--- config.mk ---
export PLATFORM = sky130hd
export DESIGN_NAME = power_up_mode_watchdog_sequencer
export DESIGN_NICKNAME = d
export VERILOG_FILES = /design/src/rtl/mode_seq_pkg.sv /design/src/rtl/power_up_mode_watchdog_sequencer.sv
export VERILOG_INCLUDE_DIRS = /design/src /design/src/rtl
export SDC_FILE = /design/constraint.sdc
export NUM_CORES = 1
export LEC_CHECK = 0
export BUFFER_PORTS_ARGS = -buffer_cell sky130_fd_sc_hd__buf_2
export CAP_MARGIN = 15
export CORE_ASPECT_RATIO = 0.6
export CORE_UTILIZATION = 45
export DETAILED_ROUTE_END_ITERATION = 6
export GPL_ROUTABILITY_DRIVEN = 0
export PLACE_DENSITY = 0.75
export SYNTH_ARGS = -nofsm -noshare
export SYNTH_HDL_FRONTEND = slang
export SYNTH_SLANG_ARGS = --single-unit
export TNS_END_PERCENT = 5
--- constraint.sdc ---
create_clock -name SYS_CLK_IN -period 2.7 [get_ports SYS_CLK_IN]
set_input_delay 0.27 -clock SYS_CLK_IN [delete_from_list [all_inputs] [get_ports SYS_CLK_IN]]
set_output_delay 0.27 -clock SYS_CLK_IN [all_outputs]
set_load 0.005 [all_outputs]
--- src/rtl/mode_seq_defs.svh ---
`ifndef MODE_SEQ_DEFS_SVH
`define MODE_SEQ_DEFS_SVH
// Request window length in milliseconds
`define REQ_WINDOW_MS      75
// Clock rate in kHz (250 MHz)
`define CLK_KHZ            250000
// Request window in clock cycles, derived from the figures above
`define REQ_WINDOW_CYCLES  (`REQ_WINDOW_MS * `CLK_KHZ)
// Mode control field value that arms or confirms the watchdog disable
`define WD_OFF_CODE        3'h3
// Width of the written mode control data field
`define MODE_FIELD_W       3
// Width of the watchdog period selector
`define WD_SEL_W           2
// Reset value of the selected watchdog period
`define WD_SEL_RESET       2'h0
`endif

--- src/rtl/mode_seq_pkg.sv ---
package mode_seq_pkg;
    // Operating modes of the sequencer
    typedef enum logic [2:0] {
        MODE_REQUEST,
        MODE_NORMAL,
        MODE_STANDBY,
        MODE_STANDBY_NOWD,
        MODE_SLEEP
    } mode_t;
endpackage

--- src/rtl/power_up_mode_watchdog_sequencer.sv ---
`timescale 1ns/1ns
`include "mode_seq_defs.svh"
// Operation
// - Power-up enters request state, 75 ms window
// - Trigger word in window enters normal mode
// - Window expiry enters sleep, main regulator off
// - Watchdog disable accepted only in standby
// - Both writes give standby without watchdog
// - No-watchdog standby blocks auxiliary regulator, transceiver
module power_up_mode_watchdog_sequencer
    import mode_seq_pkg::*;
#(
    parameter int WINDOW_CYCLES = `REQ_WINDOW_CYCLES  // Request window length
) (
    input  wire logic                     SYS_CLK_IN,         // System clock
    input  wire logic                     RESET_N_IN,         // Power-on reset
    input  wire logic                     TRIGGER_IN,         // Valid trigger word
    input  wire logic [`WD_SEL_W-1:0]     TRIGGER_WD_SEL_IN,  // Period in trigger
    input  wire logic                     STANDBY_REQ_IN,     // Host asks standby
    input  wire logic                     CTRL_WR_IN,         // Mode control write
    input  wire logic                     VERIFY_WR_IN,       // Verify write
    input  wire logic [`MODE_FIELD_W-1:0] WR_DATA_IN,         // Written bits 2..0
    input  wire logic                     AUX_REG_REQ_IN,     // Aux regulator ask
    input  wire logic                     XCVR_REQ_IN,        // Transceiver ask
    output logic      [2:0]               MODE_OUT,           // Current mode code
    output logic                          MAIN_REG_EN_OUT,    // Main regulator on
    output logic                          AUX_REG_EN_OUT,     // Aux regulator on
    output logic                          XCVR_EN_OUT,        // Transceiver usable
    output logic                          WD_ACTIVE_OUT,      // Watchdog running
    output logic      [`WD_SEL_W-1:0]     WD_SEL_OUT          // Watchdog period
);

    // Elaboration check: the timer needs two counts, and an int bounds the window
    if (WINDOW_CYCLES < 2 || WINDOW_CYCLES > 32'h7fffffff) begin : g_window_check
        $error("WINDOW_CYCLES out of range");
    end

    localparam int TW = $clog2(WINDOW_CYCLES + 1);  // Timer width

    mode_t         mode;        // Current mode
    logic [TW-1:0] win_cnt;     // Request window timer
    logic          disarm;      // First disable write seen
    logic          win_done;    // Window has run out

    // Expiry on the last counted cycle, so the window is exactly its length
    assign win_done = (win_cnt == TW'(WINDOW_CYCLES - 1));

    // Window timer, held at zero outside the request state
    always_ff @(posedge SYS_CLK_IN) begin
        if (!RESET_N_IN) begin
            win_cnt <= '0;
        end else if (mode != MODE_REQUEST || TRIGGER_IN || win_done) begin
            // Cleared on the way out, so every later entry starts at zero
            win_cnt <= '0;
        end else begin
            win_cnt <= win_cnt + TW'(1);
        end
    end

    // Disable arming; a write of any other data, or leaving standby, disarms
    always_ff @(posedge SYS_CLK_IN) begin
        if (!RESET_N_IN) begin
            disarm <= 1'b0;
        end else if (mode != MODE_STANDBY) begin
            disarm <= 1'b0;
        end else if (CTRL_WR_IN) begin
            disarm <= (WR_DATA_IN == `WD_OFF_CODE);
        // A verify without a control write in the same cycle consumes the arming, good or bad
        end else if (VERIFY_WR_IN) begin
            disarm <= 1'b0;
        end
    end

    // Mode sequencing
    always_ff @(posedge SYS_CLK_IN) begin
        if (!RESET_N_IN) begin
            mode       <= MODE_REQUEST;
            WD_SEL_OUT <= `WD_SEL_RESET;
        end else begin
            unique case (mode)
                MODE_REQUEST: begin
                    if (TRIGGER_IN) begin
                        mode       <= MODE_NORMAL;
                        WD_SEL_OUT <= TRIGGER_WD_SEL_IN;
                    end else if (win_done) begin
                        mode <= MODE_SLEEP;
                    end
                end
                MODE_NORMAL: begin
                    // Late triggers are ignored here; only standby leaves
                    if (STANDBY_REQ_IN) begin
                        mode <= MODE_STANDBY;
                    end
                end
                MODE_STANDBY: begin
                    // Stays in standby until an armed verify arrives
                    // verify completes disable
                    if (disarm && VERIFY_WR_IN && !CTRL_WR_IN
                        && WR_DATA_IN == `WD_OFF_CODE) begin
                        mode <= MODE_STANDBY_NOWD;
                    end
                end
                // Debug standby and sleep are left only by reset
                MODE_STANDBY_NOWD: mode <= MODE_STANDBY_NOWD;
                MODE_SLEEP:        mode <= MODE_SLEEP;
            endcase
        end
    end

    // Registered outputs follow the mode one cycle later
    always_ff @(posedge SYS_CLK_IN) begin
        if (!RESET_N_IN) begin
            MODE_OUT        <= MODE_REQUEST;
            // Main regulator stays on through reset so the host can run
            MAIN_REG_EN_OUT <= 1'b1;
            AUX_REG_EN_OUT  <= 1'b0;
            XCVR_EN_OUT     <= 1'b0;
            WD_ACTIVE_OUT   <= 1'b1;
        end else begin
            MODE_OUT        <= mode;
            MAIN_REG_EN_OUT <= (mode != MODE_SLEEP);
            AUX_REG_EN_OUT  <= AUX_REG_REQ_IN && mode != MODE_STANDBY_NOWD
                               && mode != MODE_SLEEP;
            XCVR_EN_OUT     <= XCVR_REQ_IN && mode != MODE_STANDBY_NOWD
                               && mode != MODE_SLEEP;
            WD_ACTIVE_OUT   <= (mode != MODE_STANDBY_NOWD);
        end
    end

    // Checks on the internal mode, one cycle ahead of the registered outputs
    // Window expiry must reach sleep
    a_window_expiry: assert property (
        @(posedge SYS_CLK_IN) disable iff (!RESET_N_IN)
        (mode == MODE_REQUEST && win_done && !TRIGGER_IN) |=> mode == MODE_SLEEP)
        else $error("window expiry did not sleep");

    // Trigger in request takes normal and the period
    a_trigger_normal: assert property (
        @(posedge SYS_CLK_IN) disable iff (!RESET_N_IN)
        (mode == MODE_REQUEST && TRIGGER_IN)
            |=> mode == MODE_NORMAL && WD_SEL_OUT == $past(TRIGGER_WD_SEL_IN))
        else $error("trigger did not enter normal");

    // No sleep before the full window
    a_window_early: assert property (
        @(posedge SYS_CLK_IN) disable iff (!RESET_N_IN)
        (mode == MODE_REQUEST && win_cnt < TW'(WINDOW_CYCLES - 1)) |=> mode != MODE_SLEEP)
        else $error("sleep before window end");

    // Timer idles at zero outside request
    a_timer_restart: assert property (
        @(posedge SYS_CLK_IN) disable iff (!RESET_N_IN)
        (mode != MODE_REQUEST) |-> win_cnt == '0)
        else $error("timer not cleared");

    // Watchdog-off standby is reached only from standby
    a_disable_standby: assert property (
        @(posedge SYS_CLK_IN) disable iff (!RESET_N_IN)
        (mode != MODE_STANDBY && mode != MODE_STANDBY_NOWD) |=> mode != MODE_STANDBY_NOWD)
        else $error("disable outside standby");

    // Armed verify stops the watchdog
    a_disable_seq: assert property (
        @(posedge SYS_CLK_IN) disable iff (!RESET_N_IN)
        (mode == MODE_STANDBY && disarm && VERIFY_WR_IN && !CTRL_WR_IN
            && WR_DATA_IN == `WD_OFF_CODE) |=> mode == MODE_STANDBY_NOWD ##1 !WD_ACTIVE_OUT)
        else $error("disable sequence ignored");

    // Aux regulator and transceiver held off
    a_aux_blocked: assert property (
        @(posedge SYS_CLK_IN) disable iff (!RESET_N_IN)
        (mode == MODE_STANDBY_NOWD) |=> !AUX_REG_EN_OUT && !XCVR_EN_OUT)
        else $error("aux or transceiver enabled");

    // Sleep drops the main regulator
    a_sleep_main: assert property (
        @(posedge SYS_CLK_IN) disable iff (!RESET_N_IN)
        (mode == MODE_SLEEP) |=> !MAIN_REG_EN_OUT)
        else $error("main regulator on in sleep");

    // Main regulator stays on outside sleep
    a_main_on: assert property (
        @(posedge SYS_CLK_IN) disable iff (!RESET_N_IN)
        (mode != MODE_SLEEP) |=> MAIN_REG_EN_OUT)
        else $error("main regulator off outside sleep");

    // Arming is held clear outside standby
    a_arm_standby: assert property (
        @(posedge SYS_CLK_IN) disable iff (!RESET_N_IN)
        (mode != MODE_STANDBY) |=> !disarm)
        else $error("disable armed outside standby");

    // Verify with nothing armed keeps standby
    a_refused_verify: assert property (
        @(posedge SYS_CLK_IN) disable iff (!RESET_N_IN)
        (mode == MODE_STANDBY && VERIFY_WR_IN && !disarm) |=> mode == MODE_STANDBY)
        else $error("unarmed verify left standby");

    // Period changes only on a trigger in request
    a_sel_hold: assert property (
        @(posedge SYS_CLK_IN) disable iff (!RESET_N_IN)
        (mode != MODE_REQUEST) |=> $stable(WD_SEL_OUT))
        else $error("watchdog period changed");

    // Normal is kept until standby is asked
    a_normal_hold: assert property (
        @(posedge SYS_CLK_IN) disable iff (!RESET_N_IN)
        (mode == MODE_NORMAL && !STANDBY_REQ_IN) |=> mode == MODE_NORMAL)
        else $error("normal mode left unasked");

    // Sleep is left only by reset
    a_sleep_stays: assert property (
        @(posedge SYS_CLK_IN) disable iff (!RESET_N_IN)
        (mode == MODE_SLEEP) |=> mode == MODE_SLEEP)
        else $error("sleep left without reset");

endmodule

-- After elaboration in Yosys (flattened, before gate mapping)
Cells that the tools add are included.
- flip-flop bits (word level): 38
- bits of input ports: 13
- output and inout bits: 9
- logic and storage cells: 47
- add/sub/neg operators: 1
- eq/ne operators: 12
- muxes and demuxes: 7
- bitwise gates (word level): 1
- reduce and logical (&&, ||, !) cells: 17
- operators by type and width (cell ; count):
    $add 25x1->25 const B ; 1
    $eq 25x25->1 const B ; 1
    $pmux 3 s5 ; 1
    $mux 3 ; 4
    $eq 3x2->1 const B ; 3
    $logic_and 1x1->1 ; 7
    $ne 3x2->1 const B ; 2
    $ne 3x3->1 const B ; 2
    $ne 2x2->1 const B ; 2
    $reduce_or 2->1 ; 2
    $eq 3x1->1 const B ; 1
    $eq 3x3->1 const B ; 1
    $logic_not 3->1 ; 1
    $reduce_and 3->1 ; 1
    $reduce_bool 3->1 ; 1
    $logic_or 1x1->1 ; 2
    $mux 1 ; 2
    $reduce_and 2->1 ; 1
    $reduce_bool 2->1 ; 1
    $logic_not 1->1 ; 1
    $not 1->1 ; 1

-- Logic depth before layout (Yosys ltp)
- depth in word-level cells: 5
- mapped depth: 6
- mapped depth without buffers: 5

-- Least setup slack after synthesis
Ideal clock, no wire load.
- kind: register -> register
- from: reg win_cnt[0]
- to: reg win_cnt[16]
- setup time: 0.070 ns
- arrival time: 1.657 ns
- required time: 2.630 ns
- path slack: 0.973 ns
- cell stages (with the launch flop): 7
- path buffers: 1
- period minus slack after synthesis: 1.727 ns
- path through: dfxtp_1 ha_1 nand3_1 or2_2 buf_2 or4_1 a21oi_1
- cells in the longest elaborated chain, start to end: 3
- elaborated cells on any way between the ends: 4
- those cells by class: add/sub (1); eq/ne (1); reduce/logical (2)
- ends and longest elaborated chain (item ; line ; RTL):
    start, declared ; power_up_mode_watchdog_sequencer.sv:41 ; logic [TW-1:0] win_cnt;
    start signal, assigned ; power_up_mode_watchdog_sequencer.sv:56 ; win_cnt <= win_cnt + TW'(1);
    branches (longest 3 deep; another with $add 25x1->25) ; -- ;
Several ways; the timed one is not identified.
A chain may end at the register's enable or synchronous reset.

-- Worst setup path in the final report
- from: reg win_cnt[0]
- to: reg win_cnt[18]
The elaborated chain is that of the path after synthesis.

==> results_dict.tcl <==
set metrics [dict create \
    outcome "completed" \
    postCtsSetupBuffers 0 \
    fin_util 0.5588 \
    holdWs_ns 0.1879 \
    synth-seq-cells 38 \
    yosysWarnings 0 \
    tightest_slew_ns 0.5657 \
    rsz0062_at_grt "false" \
    p_sw_uw 232.3 \
    drcViolationCount 0 \
    numCtsBuffers 5 \
    postSynthAreaPerCell_um2 8.707 \
    wl_um 3217 \
    first_pass_iters 4 \
    syn_area_mm2 0.001689 \
    drive_above_1_share 0.1721 \
    antenna_found_initial 0 \
    antennaDiodeCount 0 \
    die_x_um 81.10 \
    grt_use_total 0.1867 \
    grt_pass1_vias 1184 \
    place_area_mm2 0.001822 \
    slew_headroom 0.6176 \
    vias 1370 \
    vdd.ir_drop.worst_uv 336.6 \
    leakage_uw 0.0006454 \
    setup-violations-final 0 \
    ant_nets 0 \
    fin_crit_ns 1.879 \
    hpwl_um 2371 \
    root_buffer "clkbuf_8" \
    pwr-share-seq 0.561 \
    fmax_mhz 532.1 \
    pwr_density_cell_mw_per_mm2 541.7 \
    num_rows 16 \
    arrival_ns 2.11 \
    grt_pass1_wl_um 5589 \
    wl_met1_um 1810 \
    skew_ns 0.007668 \
    layout.nets 228 \
    finalSetupTns_ns 0 \
    die_y_um 49.46 \
    internal_power_uw 803.9 \
    routed-wl-met3_um 221 \
    cts_tree "yes" \
    dieArea_mm2 0.004011 \
    pwr-share-comb 0.053 \
    overflow 0 \
    hold_class "primary input to flip-flop" \
    drv_slew 0 \
    synth_fp_nets 208 \
    finalHoldViolCount 0 \
    cp.required_ns 2.93 \
    postCtsHoldBufs 0 \
    seq_area_frac_synth 0.4504 \
    clkTransAtPathRegs_ns 0.08 \
    total_power_uw 1036 \
    ctsResizeCount 0 \
    coreArea_mm2 0.003423 \
    grt_max_degree 16 \
    cp_max_fo 13 \
    io_pins 22 \
    portBuffers 21 \
    clock_power_share 0.386 \
    crit_path_end_kind "flip-flop" \
    dr_wl_met2_um 1158 \
    finalCritPeriodShare 0.6961 \
    setup.worst_path.start_class "flip-flop" \
    maxUsedRoutingLayer "met4" \
    clk_latency_ns 0.29 \
    vias_per_cell 5.269 \
    clock_sinks 38 \
    area_growth_syn_to_layout_pct 13.26 \
    clk_path_buf_depth 2 \
    maxCapViolCount 0 \
    p_sw_frac 0.2242 \
    netlist_instances 194 \
    final_design_area_no_fill_mm2 0.001913 \
    wl_per_cell_um 12.37 \
    h-tree-depth 2 \
    drt_iter0_drc 55 \
    synth_cell_types 37 \
    start_util 0.4934 \
    crit_type "flip-flop to flip-flop" \
]
-- per-layer routing --
layer,up-vias,global-route usage
met1,598,0.2864
li1,733,-
met3,2,0.06111
met5,-,0
met2,37,0.2325
met4,0,0.07143
-- per-stage QoR --
| step | setup slack, ns | instances |
|---|---|---|
| final | 0.8206 | 260 |
| after global routing | 0.6763 | 260 |
| after floorplan | 0.9730 | 194 |
| after global placement | 0.8849 | 252 |
| after detailed placement | 0.8388 | 252 |
| after CTS | 0.8271 | 260 |
-- sequential cells by signal, summed over array words and instances (netlist names), 2 cells and up --
signal      count
MODE_OUT        3
win_cnt        25
mode            3
WD_SEL_OUT      2
-- critical path, stage by stage (launching register included) --
cell and delay [ns]:
dfxtp_1 0.38, ha_1 0.25, nand3_1 0.14, or2_2 0.42, or4_1 0.49, a21oi_1 0.15
-- synthesized netlist by cell type --
cell type	count	share of area
buf_2	5	0.015
and4_2	1	0.0059
o41ai_1	1	0.0052
and3_1	2	0.0074
xor2_1	5	0.026
ha_1	1	0.0074
o31ai_1	6	0.027
nand4_2	1	0.0074
clkbuf_1	5	0.011
nor4b_1	2	0.010
nand3b_1	2	0.0089
nor3b_1	1	0.0044
nor2b_1	2	0.0074
o21ai_0	6	0.018
or3b_2	1	0.0052
and2_1	6	0.022
mux2i_1	2	0.012
nand3_2	1	0.0059
nand4b_1	1	0.0052
and4_1	2	0.010
a21boi_0	1	0.0044
nor4_1	3	0.011
nand4_1	9	0.033
inv_1	8	0.018
nand2_1	12	0.027
a21oi_1	12	0.036
nor3_1	2	0.0059
nor2_1	21	0.047
o211ai_1	1	0.0044
or3_1	5	0.019
dfxtp_1	38	0.45
or2_2	2	0.0074
xnor2_1	8	0.041
o31ai_2	1	0.0074
nand3_1	9	0.027
a2111oi_0	1	0.0052
or4_1	8	0.036
-- path summary, 6_finish.rpt --
check                 start        endpoint  slack, ns  cells past startpoint
max              win_cnt[0]     win_cnt[18]       0.82                      5
min          AUX_REG_REQ_IN  AUX_REG_EN_OUT       0.19                      3
max reg2reg      win_cnt[0]     win_cnt[18]       0.82                      5
min reg2reg      win_cnt[0]      win_cnt[0]       0.48                      1
-- kinds of logic after synthesis --
logic type	synth area share
simple gates	0.3126
flops	0.4504
compound gates	0.1067
buf+inv	0.04370
xor+xnor	0.06741
mux	0.01185
fa+ha+maj	0.007406
-- cell type report --
cell class / count / area (um2)
clock buffer: 7 / 86.33
clock inverter: 1 / 5.005
fill: 326 / 1510
inverter: 8 / 30.03
multi-input combinational: 138 / 854.6
sequential: 38 / 760.7
tap: 45 / 56.30
timing repair buffer: 23 / 120.1
-- layout by cell type, fill, tap and decap left out, types with 2 or more instances in the layout --
| cell type | synthesis | routed |
|---|---|---|
| a21oi_1 | 12 | 12 |
| and2_1 | 6 | 6 |
| and3_1 | 2 | 2 |
| and4_1 | 2 | 2 |
| buf_2 | 5 | 21 |
| buf_4 | 0 | 2 |
| clkbuf_8 | 0 | 6 |
| dfxtp_1 | 38 | 38 |
| inv_1 | 8 | 8 |
| mux2i_1 | 2 | 2 |
| nand2_1 | 12 | 12 |
| nand3_1 | 9 | 9 |
| nand3b_1 | 2 | 2 |
| nand4_1 | 9 | 9 |
| nor2_1 | 21 | 21 |
| nor2b_1 | 2 | 2 |
| nor3_1 | 2 | 2 |
| nor4_1 | 3 | 3 |
| nor4b_1 | 2 | 2 |
| o21ai_0 | 6 | 6 |
| o31ai_1 | 6 | 6 |
| or2_2 | 2 | 2 |
| or3_1 | 5 | 5 |
| or4_1 | 8 | 8 |
| xnor2_1 | 8 | 8 |
| xor2_1 | 5 | 5 |
-- power groups by stage --
stage / logic [uW] / clock network [uW] / registers (uW)
after global placement: 55.6 / 0 / 594
after detailed placement: 55.5 / 0 / 594
final: 55.3 / 399 / 581
after global routing: 63.9 / 438 / 583
after CTS: 55.7 / 415 / 581
after floorplan: 37.7 / 0 / 589
Power figures use the tool's default switching activity.
